**config.mk**
```make
export PLATFORM = sky130hd
export DESIGN_NAME = rops_pulser
export DESIGN_NICKNAME = d
export VERILOG_FILES = /design/src/logic/rops_pkg.sv /design/src/logic/rops_pulser.sv
export SDC_FILE = /design/constraint.sdc
export NUM_CORES = 1
export LEC_CHECK = 0
export ABC_AREA = 1
export BUFFER_PORTS_ARGS = -buffer_cell sky130_fd_sc_hd__buf_4
export CAP_MARGIN = 5
export CORE_AREA = 2 2 108 110
export CTS_CLUSTER_DIAMETER = 200
export CTS_CLUSTER_SIZE = 8
export DETAILED_ROUTE_END_ITERATION = 8
export DIE_AREA = 0 0 110 112
export PLACE_DENSITY_LB_ADDON = 0.25
export SETUP_SLACK_MARGIN = 0.05
export SLEW_MARGIN = 15
export SYNTH_ARGS = -nofsm -noshare
export SYNTH_HDL_FRONTEND = slang
export SYNTH_SLANG_ARGS = --single-unit
export TNS_END_PERCENT = 20
```
**constraint.sdc**
```tcl
create_clock -name clock -period 9 [get_ports clock]
set_input_delay 0.9 -clock clock [delete_from_list [all_inputs] [get_ports clock]]
set_output_delay 0.9 -clock clock [all_outputs]
set_load 0.02 [all_outputs]
```
**src/logic/rops_pkg.sv**
```systemverilog
// Shared constants and types of the retriggerable one-shot pulser
package rops_pkg;
  localparam int CNT_W = 22;
  localparam int FILT_W = 16;
  localparam int STARTUP_TICKS = 500;
  localparam int RECOVERY_TICKS = 1;
  localparam int FILTER_TICKS_PER_STEP = 8;
  localparam logic [3:0] CODE_RESET = 4'h0;
  localparam logic [7:0] CFG_RESET = 8'h00;
  localparam logic [31:0] ADDR_CFG = 32'h0000_0000;
  localparam logic [31:0] ADDR_STATUS = 32'h0000_0004;
  localparam int CFG_CODE_LSB = 0;
  localparam int CFG_OVR_BIT = 4;
  localparam logic [1:0] RESP_OKAY = 2'h0;
  localparam logic [1:0] RESP_SLVERR = 2'h2;

  typedef enum logic [1:0] {
    ST_START = 2'h0,
    ST_IDLE = 2'h1,
    ST_ACTIVE = 2'h3,
    ST_RECOVER = 2'h2
  } rops_state_e;

  typedef struct packed {
    logic out_level;
    logic ready;
    logic active;
    logic invert;
    logic [3:0] code;
  } rops_status_s;

  typedef struct packed {
    logic [2:0] spare;
    logic use_sw_code;
    logic [3:0] sw_code;
  } rops_cfg_s;
endpackage

```
**src/logic/rops_pulser.sv**
```systemverilog
// One-shot pulse generator core with AXI4-Lite configuration and status
//
// Notes on behaviour
// RULE1 - Accepted launch edge makes output active and starts timing.
// RULE2 - After the programmed duration the output returns to idle.
// RULE3 - Eight prescale ratios: 1, 8, 64, 512, 4096, 2^15, 2^18, 2^21.
// RULE4 - Pulse lasts ratio times one master tick period.
// RULE5 - A 4-bit code selects both ratio and output inversion.
// RULE6 - Codes 0..7 ascend through ratios; codes 8..15 mirror them.
// RULE7 - Code MSB inverts output: active-low pulses, high idle.
// RULE8 - Non-retriggerable: edges ignored during pulse and short recovery.
// RULE9 - Retriggerable: each edge restarts timing during a pulse.
// RULE10 - Build options: rising or falling edge, retrigger on or off.
// RULE11 - Code changes accepted only after filter sees them stable.
// RULE12 - Acceptance delay grows with code difference, counted in ticks.
// RULE13 - Mid-pulse code change may give in-between width; later use new.
// RULE14 - During start-up output stays low and no pulse is made.
// RULE15 - Start-up lasts 500 master ticks regardless of ratio.
// RULE16 - Start-up end latches code, sets idle level, arms launch.
// RULE17 - Tick counter cleared on accepted edge, ends at ratio.
// RULE18 - Launch input synchronised and edge detected by sample compare.
//
// Decided for this implementation: the AXI4-Lite register port and the address map.
`timescale 1ns/1ps
`default_nettype none
module rops_pulser #(
  parameter bit RISING_EDGE = 1'b1,
  parameter bit RETRIGGER = 1'b0,
  parameter int STARTUP_TICKS = rops_pkg::STARTUP_TICKS,
  parameter int RECOVERY_TICKS = rops_pkg::RECOVERY_TICKS,
  parameter int FILTER_TICKS_PER_STEP = rops_pkg::FILTER_TICKS_PER_STEP
) (
  input wire logic clock,
  input wire logic sys_rst,
  input wire logic master_tick,
  input wire logic launch_input,
  input wire logic [3:0] ratio_polarity_code,
  output logic pulse_out,
  input wire logic [31:0] s_axi_awaddr,
  input wire logic s_axi_awvalid,
  output logic s_axi_awready,
  input wire logic [31:0] s_axi_wdata,
  input wire logic [3:0] s_axi_wstrb,
  input wire logic s_axi_wvalid,
  output logic s_axi_wready,
  output logic [1:0] s_axi_bresp,
  output logic s_axi_bvalid,
  input wire logic s_axi_bready,
  input wire logic [31:0] s_axi_araddr,
  input wire logic s_axi_arvalid,
  output logic s_axi_arready,
  output logic [31:0] s_axi_rdata,
  output logic [1:0] s_axi_rresp,
  output logic s_axi_rvalid,
  input wire logic s_axi_rready
);
  localparam int CW = rops_pkg::CNT_W;
  localparam int FW = rops_pkg::FILT_W;

  // Ratio 8^idx; upper half of the code space runs the table backwards
  function automatic logic [CW-1:0] ratio_of(input logic [3:0] code);
    logic [2:0] idx;
    idx = code[3] ? ~code[2:0] : code[2:0]; // RULE6
    ratio_of = CW'(1) << (3 * idx); // RULE3
  endfunction

  function automatic logic [FW-1:0] filter_len(input logic [3:0] a, input logic [3:0] b);
    logic [3:0] d;
    d = (a > b) ? (a - b) : (b - a);
    filter_len = FW'(int'(d) * FILTER_TICKS_PER_STEP); // RULE12
  endfunction

  // Launch synchroniser and edge detect
  logic sync_a;
  logic sync_b;
  logic sync_prev;
  logic launch_edge;
  always_ff @(posedge clock)
  begin
    if (sys_rst)
    begin
      sync_a <= 1'b0;
      sync_b <= 1'b0;
      sync_prev <= 1'b0;
    end
    else
    begin
      sync_a <= launch_input; // RULE18
      sync_b <= sync_a;
      sync_prev <= sync_b;
    end
  end
  assign launch_edge = RISING_EDGE ? (sync_b & ~sync_prev) : (~sync_b & sync_prev); // RULE10

  // Configuration register
  rops_pkg::rops_cfg_s cfg;
  rops_pkg::rops_cfg_s next_cfg;
  logic [3:0] raw_code;
  assign raw_code = cfg.use_sw_code ? cfg.sw_code : ratio_polarity_code;

  // Code filter and core timer
  rops_pkg::rops_state_e state;
  rops_pkg::rops_state_e next_state;
  logic [3:0] applied;
  logic [3:0] next_applied;
  logic [3:0] cand;
  logic [3:0] next_cand;
  logic [FW-1:0] stable_cnt;
  logic [FW-1:0] next_stable_cnt;
  logic [CW-1:0] cnt;
  logic [CW-1:0] next_cnt;
  logic next_pulse_out;
  logic [CW-1:0] cur_ratio;
  assign cur_ratio = ratio_of(applied); // RULE5

  always_comb
  begin
    next_state = state;
    next_applied = applied;
    next_cand = cand;
    next_stable_cnt = stable_cnt;
    next_cnt = cnt;
    // Filter runs only after start-up; holds the old code until the new one stays stable for filter_len ticks
    if (state != rops_pkg::ST_START)
    begin
      if (raw_code != cand)
      begin
        next_cand = raw_code; // RULE11
        next_stable_cnt = '0;
      end
      else if (cand != applied)
      begin
        if (stable_cnt >= filter_len(cand, applied))
        begin
          next_applied = cand; // RULE11 RULE13
          next_stable_cnt = '0;
        end
        else if (master_tick)
        begin
          next_stable_cnt = stable_cnt + FW'(1);
        end
      end
      else
      begin
        next_stable_cnt = '0;
      end
    end
    case (state)
      rops_pkg::ST_START:
      begin
        if (master_tick)
        begin
          if (cnt + CW'(1) >= CW'(STARTUP_TICKS)) // RULE15
          begin
            next_applied = raw_code; // RULE16
            next_cand = raw_code;
            next_cnt = '0;
            next_state = rops_pkg::ST_IDLE;
          end
          else
          begin
            next_cnt = cnt + CW'(1);
          end
        end
      end
      rops_pkg::ST_IDLE:
      begin
        if (launch_edge)
        begin
          next_cnt = '0; // RULE17
          next_state = rops_pkg::ST_ACTIVE; // RULE1
        end
      end
      rops_pkg::ST_ACTIVE:
      begin
        if (RETRIGGER && launch_edge)
        begin
          next_cnt = '0; // RULE9
        end
        else if (master_tick)
        begin
          // Compare with >= so a smaller new ratio still ends the pulse
          if (cnt + CW'(1) >= cur_ratio) // RULE4 RULE13
          begin
            next_cnt = '0;
            next_state = RETRIGGER ? rops_pkg::ST_IDLE : rops_pkg::ST_RECOVER; // RULE2
          end
          else
          begin
            next_cnt = cnt + CW'(1);
          end
        end
      end
      rops_pkg::ST_RECOVER:
      begin
        // Edges here are dropped on purpose
        if (master_tick)
        begin
          if (cnt + CW'(1) >= CW'(RECOVERY_TICKS)) // RULE8
          begin
            next_cnt = '0;
            next_state = rops_pkg::ST_IDLE;
          end
          else
          begin
            next_cnt = cnt + CW'(1);
          end
        end
      end
      default:
      begin
        next_cnt = '0;
        next_state = rops_pkg::ST_START;
      end
    endcase
    if (next_state == rops_pkg::ST_START)
    begin
      next_pulse_out = 1'b0; // RULE14
    end
    else if (next_state == rops_pkg::ST_ACTIVE)
    begin
      next_pulse_out = ~next_applied[3]; // RULE7
    end
    else
    begin
      next_pulse_out = next_applied[3]; // RULE7 RULE16
    end
  end

  always_ff @(posedge clock)
  begin
    if (sys_rst)
    begin
      state <= rops_pkg::ST_START;
      applied <= rops_pkg::CODE_RESET;
      cand <= rops_pkg::CODE_RESET;
      stable_cnt <= '0;
      cnt <= '0;
      pulse_out <= 1'b0;
    end
    else
    begin
      state <= next_state;
      applied <= next_applied;
      cand <= next_cand;
      stable_cnt <= next_stable_cnt;
      cnt <= next_cnt;
      pulse_out <= next_pulse_out;
    end
  end

  // Status view
  rops_pkg::rops_status_s status;
  always_comb
  begin
    status.out_level = pulse_out;
    status.ready = (state != rops_pkg::ST_START);
    status.active = (state == rops_pkg::ST_ACTIVE);
    status.invert = applied[3];
    status.code = applied;
  end

  // AXI4-Lite slave, one write and one read at a time
  logic aw_held;
  logic w_held;
  logic [31:0] awaddr_q;
  logic [31:0] wdata_q;
  logic [3:0] wstrb_q;
  logic next_aw_held;
  logic next_w_held;
  logic [31:0] next_awaddr_q;
  logic [31:0] next_wdata_q;
  logic [3:0] next_wstrb_q;
  logic next_bvalid;
  logic [1:0] next_bresp;
  logic next_rvalid;
  logic [31:0] next_rdata;
  logic [1:0] next_rresp;

  assign s_axi_awready = ~aw_held & ~s_axi_bvalid;
  assign s_axi_wready = ~w_held & ~s_axi_bvalid;
  assign s_axi_arready = ~s_axi_rvalid;

  always_comb
  begin
    next_aw_held = aw_held;
    next_w_held = w_held;
    next_awaddr_q = awaddr_q;
    next_wdata_q = wdata_q;
    next_wstrb_q = wstrb_q;
    next_bvalid = s_axi_bvalid;
    next_bresp = s_axi_bresp;
    next_rvalid = s_axi_rvalid;
    next_rdata = s_axi_rdata;
    next_rresp = s_axi_rresp;
    next_cfg = cfg;
    if (s_axi_awvalid && s_axi_awready)
    begin
      next_aw_held = 1'b1;
      next_awaddr_q = s_axi_awaddr;
    end
    if (s_axi_wvalid && s_axi_wready)
    begin
      next_w_held = 1'b1;
      next_wdata_q = s_axi_wdata;
      next_wstrb_q = s_axi_wstrb;
    end
    if (aw_held && w_held)
    begin
      next_aw_held = 1'b0;
      next_w_held = 1'b0;
      next_bvalid = 1'b1;
      next_bresp = rops_pkg::RESP_OKAY;
      if (awaddr_q == rops_pkg::ADDR_CFG)
      begin
        if (wstrb_q[0])
        begin
          next_cfg = rops_pkg::rops_cfg_s'(wdata_q[7:0]);
        end
      end
      else if (awaddr_q != rops_pkg::ADDR_STATUS)
      begin
        // Status is read-only; writes there are dropped silently
        next_bresp = rops_pkg::RESP_SLVERR;
      end
    end
    else if (s_axi_bvalid && s_axi_bready)
    begin
      next_bvalid = 1'b0;
    end
    if (s_axi_arvalid && s_axi_arready)
    begin
      next_rvalid = 1'b1;
      next_rresp = rops_pkg::RESP_OKAY;
      if (s_axi_araddr == rops_pkg::ADDR_CFG)
      begin
        next_rdata = {24'h00_0000, cfg};
      end
      else if (s_axi_araddr == rops_pkg::ADDR_STATUS)
      begin
        next_rdata = {24'h00_0000, status};
      end
      else
      begin
        next_rdata = 32'h0000_0000;
        next_rresp = rops_pkg::RESP_SLVERR;
      end
    end
    else if (s_axi_rvalid && s_axi_rready)
    begin
      next_rvalid = 1'b0;
    end
  end

  always_ff @(posedge clock)
  begin
    if (sys_rst)
    begin
      aw_held <= 1'b0;
      w_held <= 1'b0;
      awaddr_q <= 32'h0000_0000;
      wdata_q <= 32'h0000_0000;
      wstrb_q <= 4'h0;
      s_axi_bvalid <= 1'b0;
      s_axi_bresp <= rops_pkg::RESP_OKAY;
      s_axi_rvalid <= 1'b0;
      s_axi_rdata <= 32'h0000_0000;
      s_axi_rresp <= rops_pkg::RESP_OKAY;
      cfg <= rops_pkg::rops_cfg_s'(rops_pkg::CFG_RESET);
    end
    else
    begin
      aw_held <= next_aw_held;
      w_held <= next_w_held;
      awaddr_q <= next_awaddr_q;
      wdata_q <= next_wdata_q;
      wstrb_q <= next_wstrb_q;
      s_axi_bvalid <= next_bvalid;
      s_axi_bresp <= next_bresp;
      s_axi_rvalid <= next_rvalid;
      s_axi_rdata <= next_rdata;
      s_axi_rresp <= next_rresp;
      cfg <= next_cfg;
    end
  end
endmodule
`default_nettype wire

```
; Word level (Yosys, flattened, before mapping)
; Index checks and enable logic that the tools add are counted.
; W data, S select, Z words.
[word_totals]
reg_bits = 141
latch_bits = 0
ramBits = 0
romBits = 0
inputBits = 113
n_memories = 0
[op_classes]
add_sub_neg = 4
n_mul = 1
div = 0
n_lt_le_gt_ge = 5
eq_ne = 13
shifts = 1
n_mux = 46
bitwise = 10
reduce_logical = 18
[ops]
columns = operator, n
row1 = $mux W22, 7
row2 = $pmux W22 S4, 1
row3 = $logic_not A32 Y1, 2
row4 = $mux W16, 4
row5 = $mux W4, 14
row6 = $eq A32 B3 Y1 const B, 1
row7 = $ne A32 B3 Y1 const B, 1
row8 = $add A22 B1 Y22 const B, 1
row9 = $ge A22 B1 Y1 const B, 1
row10 = $ge A22 B22 Y1, 1
row11 = $ge A22 B9 Y1 const B, 1
row12 = $mux W2, 11
row13 = $shl A1 B5 Y22 const A, 1
row14 = $add A16 B1 Y16 const B, 1
row15 = $ge A16 B7 Y1, 1
row16 = $mux W8, 2
row17 = $ne A2 B2 Y1 const B, 4
row18 = $ne A4 B4 Y1, 2
row19 = $pmux W2 S4, 1
row20 = $sub A4 B4 Y4, 2
row21 = $eq A2 B2 Y1 const B, 3
row22 = $logic_and A1 B1 Y1, 6
row23 = $not A1 Y1, 6
row24 = $reduce_bool A2 Y1, 3
row25 = other kinds (13), 21

; Logic depth before layout (Yosys ltp)
; Gate-level depths: netlist (run 1).
[depth]
ltp_word = 12
depth_mapped = 24

; Least setup slack after synthesis (run 1)
; No wires, ideal clock.
[synth_path]
path_kind = register to register
startpoint = register cand[0]
endpoint = register pulse_out
setup_ns = 0.066
arrival_time_ns = 2.948
path_slack_ns = 5.986
path_stages_with_launch = 22
n_path_buf = 0
synth_period_minus_slack_ns = 3.014
path_cell_list = dfxtp_1 -> inv_1 -> ha_1 -> fa_1 -> inv_1 -> nand3_1 -> nand2_1 -> nand2_1 -> o21ai_0 -> xor2_1 -> inv_1 -> ha_1 -> nand2_1 -> nor2_1 -> nand2_1 -> nand4_1 -> nand4_1 -> o21ai_1 -> nand2_1 -> nand2_1 -> nand3_1 -> a21oi_2
[synth_between]
elab_chain_len = 12
elab_cells_between_ends = 16
classes_between = 2 x add/sub / 2 x order compare / 2 x eq/ne / 9 x mux / 1 x bitwise
[synth_lines]
columns = element, line
row1 = "start, declared", rops_pulser.sv:106  ; logic [3:0] cand;
row2 = "start signal, assigned", rops_pulser.sv:236  ; cand <= rops_pkg::CODE_RESET;
row3 = "start signal, assigned", rops_pulser.sv:245  ; cand <= next_cand;
row4 = $sub A4 B4 Y4 or $gt A4 B4 Y1 (tied branches), rops_pulser.sv:69  ; d = (a > b) ? (a - b) : (b - a);
row5 = $mux W4, rops_pulser.sv:69
row6 = $ge A16 B7 Y1, rops_pulser.sv:133  ; if (stable_cnt >= filter_len(cand, applied))
row7 = $mux W4, rops_pulser.sv:133
row8 = $mux W4, rops_pulser.sv:131  ; else if (cand != applied)
row9 = $mux W4 (*), rops_pulser.sv:126  ; if (raw_code != cand)
row10 = $mux W4 (*), rops_pulser.sv:124  ; if (state != rops_pkg::ST_START)
row11 = $mux W4, rops_pulser.sv:153  ; if (cnt + CW'(1) >= CW'(STARTUP_TICKS))
row12 = $mux W4, rops_pulser.sv:151  ; if (master_tick)
row13 = $mux W4 (*), rops_pulser.sv:148  ; case (state)
row14 = $not A1 Y1, rops_pulser.sv:222  ; next_pulse_out = ~next_applied[3];
row15 = $mux W1 (*), rops_pulser.sv:220  ; else if (next_state == rops_pkg::ST_ACTIVE)
row16 = "end signal, assigned", rops_pulser.sv:248  ; pulse_out <= next_pulse_out;
row17 = "end, declared", rops_pulser.sv:38  ; output logic pulse_out,
; Mark *: on every way between the ends. The rest lies on a longest branch, timed or not.
; A chain may end at the register's enable or synchronous reset.

; Worst setup path in the final report (run 1)
[layout_path]
startpoint = register cand[0]
endpoint = register stable_cnt[6]
[layout_between]
elab_chain_len = 6
elab_cells_between_ends = 12
classes_between = 2 x add/sub / 2 x order compare / 3 x eq/ne / 4 x mux / 1 x reduce/logical
[layout_lines]
columns = element, line
row1 = $sub A4 B4 Y4 or $gt A4 B4 Y1 (tied branches), rops_pulser.sv:69
row2 = $mux W4, rops_pulser.sv:69
row3 = $ge A16 B7 Y1, rops_pulser.sv:133
row4 = $mux W16, rops_pulser.sv:133
row5 = $mux W16, rops_pulser.sv:131
row6 = $mux W16, rops_pulser.sv:126
row7 = "end signal, assigned", rops_pulser.sv:246  ; stable_cnt <= next_stable_cnt;
row8 = "end, declared", rops_pulser.sv:108  ; logic [FW-1:0] stable_cnt;
; Several ways; a longest one is shown, not always the timed one.

==> impl_metrics.toml, run 1 <==
[outcome]
outcome = "complete, no violations"

[power_and_ir_drop]
p_sw_mw = 0.480
p_comb_share_pct = 20.3
max-vdd-ir-drop_v = 0.000151
swShare_pct = 30.0
power_leakage_nw = 3.46
p_per_area_nw_per_um2 = 205
internal-power_mw = 1.12
p_clk_share_pct = 44.1
power.share.sequential_pct = 35.6

[clock_network]
path_clk_slew_ns = 0.05
cts_root_buffer = "clkbuf_16"
postCtsHoldBufs = 0
clockBufferDepth = 2
clk_latency_ns = 0.43
cts_num_sinks = 115
htree_levels = 4
cts_tree = "built"
cts_made_buffers = 17
ctsResizeCount = 0
post_cts_buffers = 0

[route]
drc_errors = 0
vias = 6244
first_pass_iters = 5
viasPerCell = 5.19
wl_met2_um = 7230
drt_iter0_drc = 369
route.met3.wl_um = 764
drt-met1-wl_um = 6600
ant_nets = 0
routedWlPerCell_um = 12.4
dr.max_layer_used = "met4"
drt-total-wl_um = 14900

[layout]
layout.nets = 1186
post_route_cells_drive_above_1_share_pct = 15.1
final_common_cell = "nand2_1"
syn2layout_area_growth_pct = 20.5
diodes = 0
layout_common_cells = "182 x nand2_1, 169 x nor2_1, 115 x inv_1, 115 x dfxtp_1, 103 x buf_4"

[synthesis]
synth_cell_types = 43
synth_seq_area_share_pct = 35.6
netlist_instances = 959
synth_area_leader_cell = "dfxtp_1"
ys_async_sr_fraction_pct = 0
ys_top_cells_by_area = "dfxtp_1 36%, nand2_1 11%, nor2_1 9.8%"
yosys_warnings = 0
synth_top_area_share_pct = 35.6
synth_ff_type = "dfxtp_1"
syn_area_um2 = 6470
synth-edff-count = 0
synth-seq-cells = 115
syn_avg_cell_area_um2 = 6.75

[worst_setup_path]
path_class = "register to register"
cp_cell_sequence = "inv_1 > ha_1 > fa_1 > inv_1 > nand3_1 > nand2_1 > nand2_1 > o21ai_0 > xor2_1 > inv_1 > ha_1 > nand2_1 > nor2_1 > nand2_1 > nand4_1 > nor2_1 > inv_1 > nand2_1 > nand2_1 > inv_1 > o21ai_0 > nor3b_1"
cp_common_cell = "nand2_1"
cp-start-kind = "register"
critPathRequiredTime_ns = 9.34
endpoint_kind = "register"
critPathSlowestCell = "dfxtp_1"
arrival_ns = 3.96
critPathMaxStageDelay_ns = 0.39
worst-path-max-fanout = 12

[timing]
post-route-min-period_ns = 3.62
finClkSkew_ns = 0.00841
finalCritPeriodShare_pct = 40.3
slew_viol_final = 0
worstMarginPinSlew_ns = 0.916
rsz0062_at_grt = "false"
finalWorstSetupSlack_ns = 5.38
hold_viol_final = 0
tns_ns = 0
setup_viol_count_final = 0
timing.fmax_mhz = 276
relSlewSlack_pct = 38.9

[flow_run]
drv_cap = 0

[grt]
grt_max_degree = 46
grt_pass1_vias = 5768
grt.overflow.total = 0
track_usage_pct = 25.1
antenna_found_initial = 0
grt_pass1_wl_um = 24700

[placement]
dp_hpwl_um = 10600
pre_cts_slack_ns = 5.43
portBuffers = 101
gp_congestion = 0.905

[floorplan]
die_w_um = 110
io_pins = 155
die_y_um = 112
initial_core_util_pct = 57.9
dieArea_um2 = 12300
coreArea_um2 = 11200
fp-row-count = 39

[worst_hold_path]
worstHoldPathType = "register to register"
## critical path, delay by kind of cell (launching register included)
family	cells	cell delay [ns]
AOI/OAI and AO/OA	2	0.42
xor gates and xnor gates	1	0.17
DFF	1	0.39
and+or+nand+nor	11	1.26
buffers and inverters	5	0.46
adders and majority gates	3	0.84
## layer usage
metal	GRT usage (%)	vias to the layer above
li1	-	3251
met1	30.2	2817
met2	41.8	143
met3	7.49	33
met4	9.62	0
met5	0	-
## synth_stat cells, drive strengths merged (2+ instances only)
| cell | instances |
|---|---|
| a211oi | 13 |
| a21o | 2 |
| a21oi | 43 |
| buf | 36 |
| clkbuf | 22 |
| clkinv | 2 |
| dfxtp | 115 |
| fa | 2 |
| ha | 23 |
| inv | 115 |
| nand2 | 189 |
| nand3 | 45 |
| nand3b | 4 |
| nand4 | 28 |
| nor2 | 180 |
| nor3 | 18 |
| nor3b | 2 |
| nor4 | 13 |
| o211ai | 3 |
| o21a | 2 |
| o21ai | 73 |
| o21bai | 2 |
| o221ai | 5 |
| or4 | 2 |
| xnor2 | 5 |
| xor2 | 7 |
## final cells by class
class | count | area (um^2)
clock inverters | 13 | 171
fillers | 991 | 3370
clock buffers | 19 | 453
multi-input cells | 694 | 3480
flip-flops and latches | 115 | 2300
inverters | 117 | 439
repair buffers | 103 | 773
well taps | 143 | 179
## sequential cells by signal, summed over array words and instances (netlist names), 2 cells and up
register and cells:
applied 4, awaddr_q 32, cand 4, cfg 8, cnt 22, s_axi_rdata 8
stable_cnt 16, state 2, wdata_q 8
## path summary, 6_finish.rpt
kind / from / to / slack [ns] / depth (start not counted)
hold reg to reg: sync_a / sync_b / 0.41 / 2
hold / removal: sync_a / sync_b / 0.41 / 2
setup reg to reg: cand[0] / stable_cnt[6] / 5.38 / 22
setup / recovery: cand[0] / stable_cnt[6] / 5.38 / 22
## power by group through the flow
stage	registers [mW]	clock network (mW)	logic, mW
6_report	0.571	0.706	0.326
5_1_grt	0.576	0.732	0.372
4_1_cts	0.571	0.712	0.326
3_5_place_dp	0.581	0	0.324
3_3_place_gp	0.580	0	0.317
2_1_floorplan	0.578	0	0.248
## per-stage QoR
stage	util [%]	total power [mW]	area, um^2	hold WS [ns]	std cells
2_1_floorplan	-	0.826	6570	0.388	984
3_3_place_gp	64.2	0.896	7180	0.391	1172
3_5_place_dp	64.2	0.905	7180	0.397	1172
4_1_cts	69.8	1.61	7800	0.414	1204
5_1_grt	69.8	1.68	7800	0.417	1204
6_report	69.8	1.60	7800	0.410	1204
## cell families after synthesis
| logic type | share of synthesized area, % |
|---|---|
| buffers and inverters | 12.1 |
| AO/OA/AOI/OAI | 12.6 |
| XOR/XNOR | 1.62 |
| adder cells (fa/ha/maj) | 5.06 |
| other | 0.0579 |
| multiplexers | 0.174 |
| AND/OR/NAND/NOR | 32.8 |
| flip-flops | 35.6 |
(Power assumes the default switching activity.)
==> run 2, diff against run 1 <==
--- a/config.mk
+++ b/config.mk
@@ -5,14 +5,14 @@
 export SDC_FILE = /design/constraint.sdc
 export NUM_CORES = 1
 export LEC_CHECK = 0
-export ABC_AREA = 1
+export ABC_AREA = 0
 export BUFFER_PORTS_ARGS = -buffer_cell sky130_fd_sc_hd__buf_4
 export CAP_MARGIN = 5
-export CORE_AREA = 2 2 108 110
+export CORE_AREA = 2 2 116 118
 export CTS_CLUSTER_DIAMETER = 200
 export CTS_CLUSTER_SIZE = 8
 export DETAILED_ROUTE_END_ITERATION = 8
-export DIE_AREA = 0 0 110 112
+export DIE_AREA = 0 0 118 120
 export PLACE_DENSITY_LB_ADDON = 0.25
 export SETUP_SLACK_MARGIN = 0.05
 export SLEW_MARGIN = 15
==> constraint.sdc (replaced) <==
create_clock -name clock -period 3.25 [get_ports clock]
set_input_delay 0.325 -clock clock [delete_from_list [all_inputs] [get_ports clock]]
set_output_delay 0.325 -clock clock [all_outputs]
set_load 0.02 [all_outputs]
==> run 2 against run 1 <==
  * The flow now finishes with violations (negative setup slack)
  * Synthesized cell count down 19%
  * Worst setup slack worse by 5.5 ns
  * First-iteration DRC count up 20%
  * Non-clock buffer count up 81
  * Sequential share of layout area down 2.5 points
  * Power up 140%
  * Highest routed layer unchanged
  * Register-to-register slack worse by 5.5 ns
  * Sequential power rose to 2.6 times the previous value
==> impl_metrics.toml, run 2 <==
[layout]
syn2layout_area_growth_pct = 37.6
final_common_cell = "buf_4"
layout.nets = 1071
post_route_cells_drive_above_1_share_pct = 29.9
layout_common_cells = "174 x buf_4, 108 x nand2_1, 105 x dfxtp_1, 74 x a21oi_1, 73 x nor2_1"
fin_util_pct = 66.2
top_register = "awaddr_q"
largest_reg_flops = 32
reg_top3 = "awaddr_q x32, cnt x22, stable_cnt x16"
diodes = 0

[worst_hold_path]
worstHoldPathType = "input pin to register"

[worst_setup_path]
cp_common_cell = "ha_4"
critPathRequiredTime_ns = 3.61
r2r-start = "cand[0]"
critPathSlowestCell = "or3_4"
r2r_slack_ns = -0.15
endpoint = "stable_cnt[15]"
crit_start = "cand[0]"
worst-path-max-fanout = 3
reg2reg_to = "stable_cnt[15]"
cp_cell_sequence = "inv_2 > ha_4 > fa_2 > nor2b_1 > o21ai_1 > a21oi_2 > buf_4 > mux2_4 > ha_4 > a21boi_2 > o211ai_1 > nand4_1 > o2111ai_2 > or3_4 > nor2_4 > a41oi_2 > nor2_1"
path_class = "register to register"
endpoint_kind = "register"
arrival_ns = 3.76
critPathMaxStageDelay_ns = 0.42
rr_worst_depth = 17
cp-start-kind = "register"

[synthesis]
synth_common_cells = "115 x dfxtp_1, 112 x nand2_1, 80 x a21oi_1, 76 x nor2_1, 30 x buf_4"
synth_area_leader_cell = "dfxtp_1"
synth-seq-cells = 115
ys_top_cells_by_area = "dfxtp_1 37%, nand2_1 6.7%, a21oi_1 6.4%"
netlist_instances = 773
synthXorXnorAreaFrac_pct = 3.65
ys_async_sr_fraction_pct = 0
synth_cell_types = 64
yosysMostFrequentCell = "dfxtp_1"
synth-compound-area-share_pct = 18.5
synthSimpleGateAreaFrac_pct = 23.8
syn_area_um2 = 6240
synthMuxAreaShare_pct = 4.05
synth_ff_type = "dfxtp_1"
synth_seq_area_share_pct = 36.9
synth_top_area_share_pct = 36.9
synth_top_family_by_area = "simple AND/OR/NAND/NOR gates"
yosys_warnings = 0
synth_adder_area_share_pct = 5.25
syn_avg_cell_area_um2 = 8.08
synth-edff-count = 0

[floorplan]
die_w_um = 118
dieArea_um2 = 14200
coreArea_um2 = 13000
io_pins = 155
die_y_um = 120
fp-row-count = 42
initial_core_util_pct = 48.1

[timing]
hold_viol_final = 0
finClkSkew_ns = 0.00981
slew_viol_final = 0
finalCritPeriodShare_pct = 105
rsz0062_at_grt = "true"
finalWorstSetupSlack_ns = -0.152
post-route-min-period_ns = 3.40
worstMarginPinSlew_ns = 1.02
relSlewSlack_pct = 31.6
timing.fmax_mhz = 294
setup_viol_count_final = 36

[grt]
grt.overflow.total = 0
antenna_found_initial = 0
grt_pass1_wl_um = 26900
grt_pass1_vias = 5878
track_usage_pct = 23.1
grt_max_degree = 65

[clock_network]
cts_made_buffers = 17
path_clk_slew_ns = 0.05
clk_latency_ns = 0.42
cts_tree = "built"
cts_root_buffer = "clkbuf_16"
cts_num_sinks = 115
htree_levels = 4
postCtsHoldBufs = 0
clockBufferDepth = 2

[flow_run]
drv_cap = 0

[placement]
gp_congestion = 0.849
dp_hpwl_um = 11800
pre_cts_slack_ns = -0.159
portBuffers = 101

[route]
first_pass_iters = 7
vias = 6132
drt-total-wl_um = 16700
routedWlPerCell_um = 14.9
drc_errors = 0
ant_nets = 0
drt_iter0_drc = 444
viasPerCell = 5.47

[power_and_ir_drop]
p_per_area_nw_per_um2 = 452
max-vdd-ir-drop_v = 0.000433
power_leakage_nw = 3.45
total_power_mw = 3.89

[outcome]
violations = "negative setup slack"
outcome = "finished, violations left"
==> run 2: cell types whose count changed in the layout (fill, tap and decap cells not counted), moves of 9 or more <==
cell / change
nor2_1: -96
inv_1: -92
nand2_1: -74
buf_4: +71
o21ai_0: -58
a21oi_1: +32
nand3_1: -31
mux2i_1: +22
a31oi_1: +13
nand4_1: -11
a22o_1: +10
dfxtp_1: -10
xnor2_1: +9
==> run 2: how the worst min path moves through the flow <==
stage,from,to,slack [ns],cells past startpoint
after floorplan,sync_a,sync_b,0.41,1
final,s_axi_rready,s_axi_rvalid,0.09,2
after global routing,s_axi_rready,s_axi_rvalid,0.11,2
after global placement,sync_a,sync_b,0.44,1
after detailed placement,sync_a,sync_b,0.43,1
after CTS,s_axi_rready,s_axi_rvalid,0.09,2
==> run 2: timing repair <==
action,CTS,global route
pin swaps,31,35
setup endpoints to repair,38,45
setup buffers,9,7
gates cloned,1,2
resized for setup,31,29
==> run 2: logic make-up (layout without fill, tap and decap cells) <==
kind of cell             count (synthesis)  in the layout
multiplexers                            25             25
adder cells (fa/ha/maj)                 25             25
other                                    1             26
AO/OA/AOI/OAI                          179            179
AND/OR/NAND/NOR                        310            310
buffers and inverters                   92            239
flip-flops                             115            115
XOR/XNOR                                26             26
==> run 2: through the flow <==
stage                     instance area (um^2)  setup TNS [ns]  cells  hold WS [ns]
after CTS                                 8380          -0.864   1112        0.0873
after floorplan                           6440               0    798         0.414
after global routing                      8590          -10.52   1121         0.107
final                                     8590           -1.92   1121        0.0939
after detailed placement                  7520           -2.02   1071         0.426
after global placement                    7520          -0.576   1071         0.435
==> run 2: layout make-up <==
type | count | area, um^2
clock buffers | 20 | 457
well taps | 176 | 220
flip-flops and latches | 115 | 2320
fillers | 1040 | 4390
multi-input cells | 591 | 3850
clock inverters | 11 | 176
inverters | 24 | 90.1
repair buffers | 184 | 1480
==> run 2: routing by layer <==
layer  GRT usage (%)  wire length, um
met1            28.3             7190
met2            39.1             8080
met3            6.04             1160
met4            8.21              233
met5               0                0
==> run 2: worst max-delay path: cells and delay by family (launching register included) <==
| kind | cells | cell delay (ns) |
|---|---|---|
| DFF | 1 | 0.33 |
| adders and majority gates | 3 | 0.77 |
| AOI/OAI and AO/OA | 6 | 0.79 |
| buffers and inverters | 2 | 0.19 |
| muxes | 1 | 0.31 |
| and+or+nand+nor | 5 | 0.95 |
==> run 2: power breakdown <==
group / leakage, nW / internal, mW / total, mW / switching [mW]
clock network: 0.307 / 1.32 / 1.99 / 0.669
logic: 2.20 / 0.185 / 0.403 / 0.218
registers: 0.940 / 1.46 / 1.49 / 0.0310
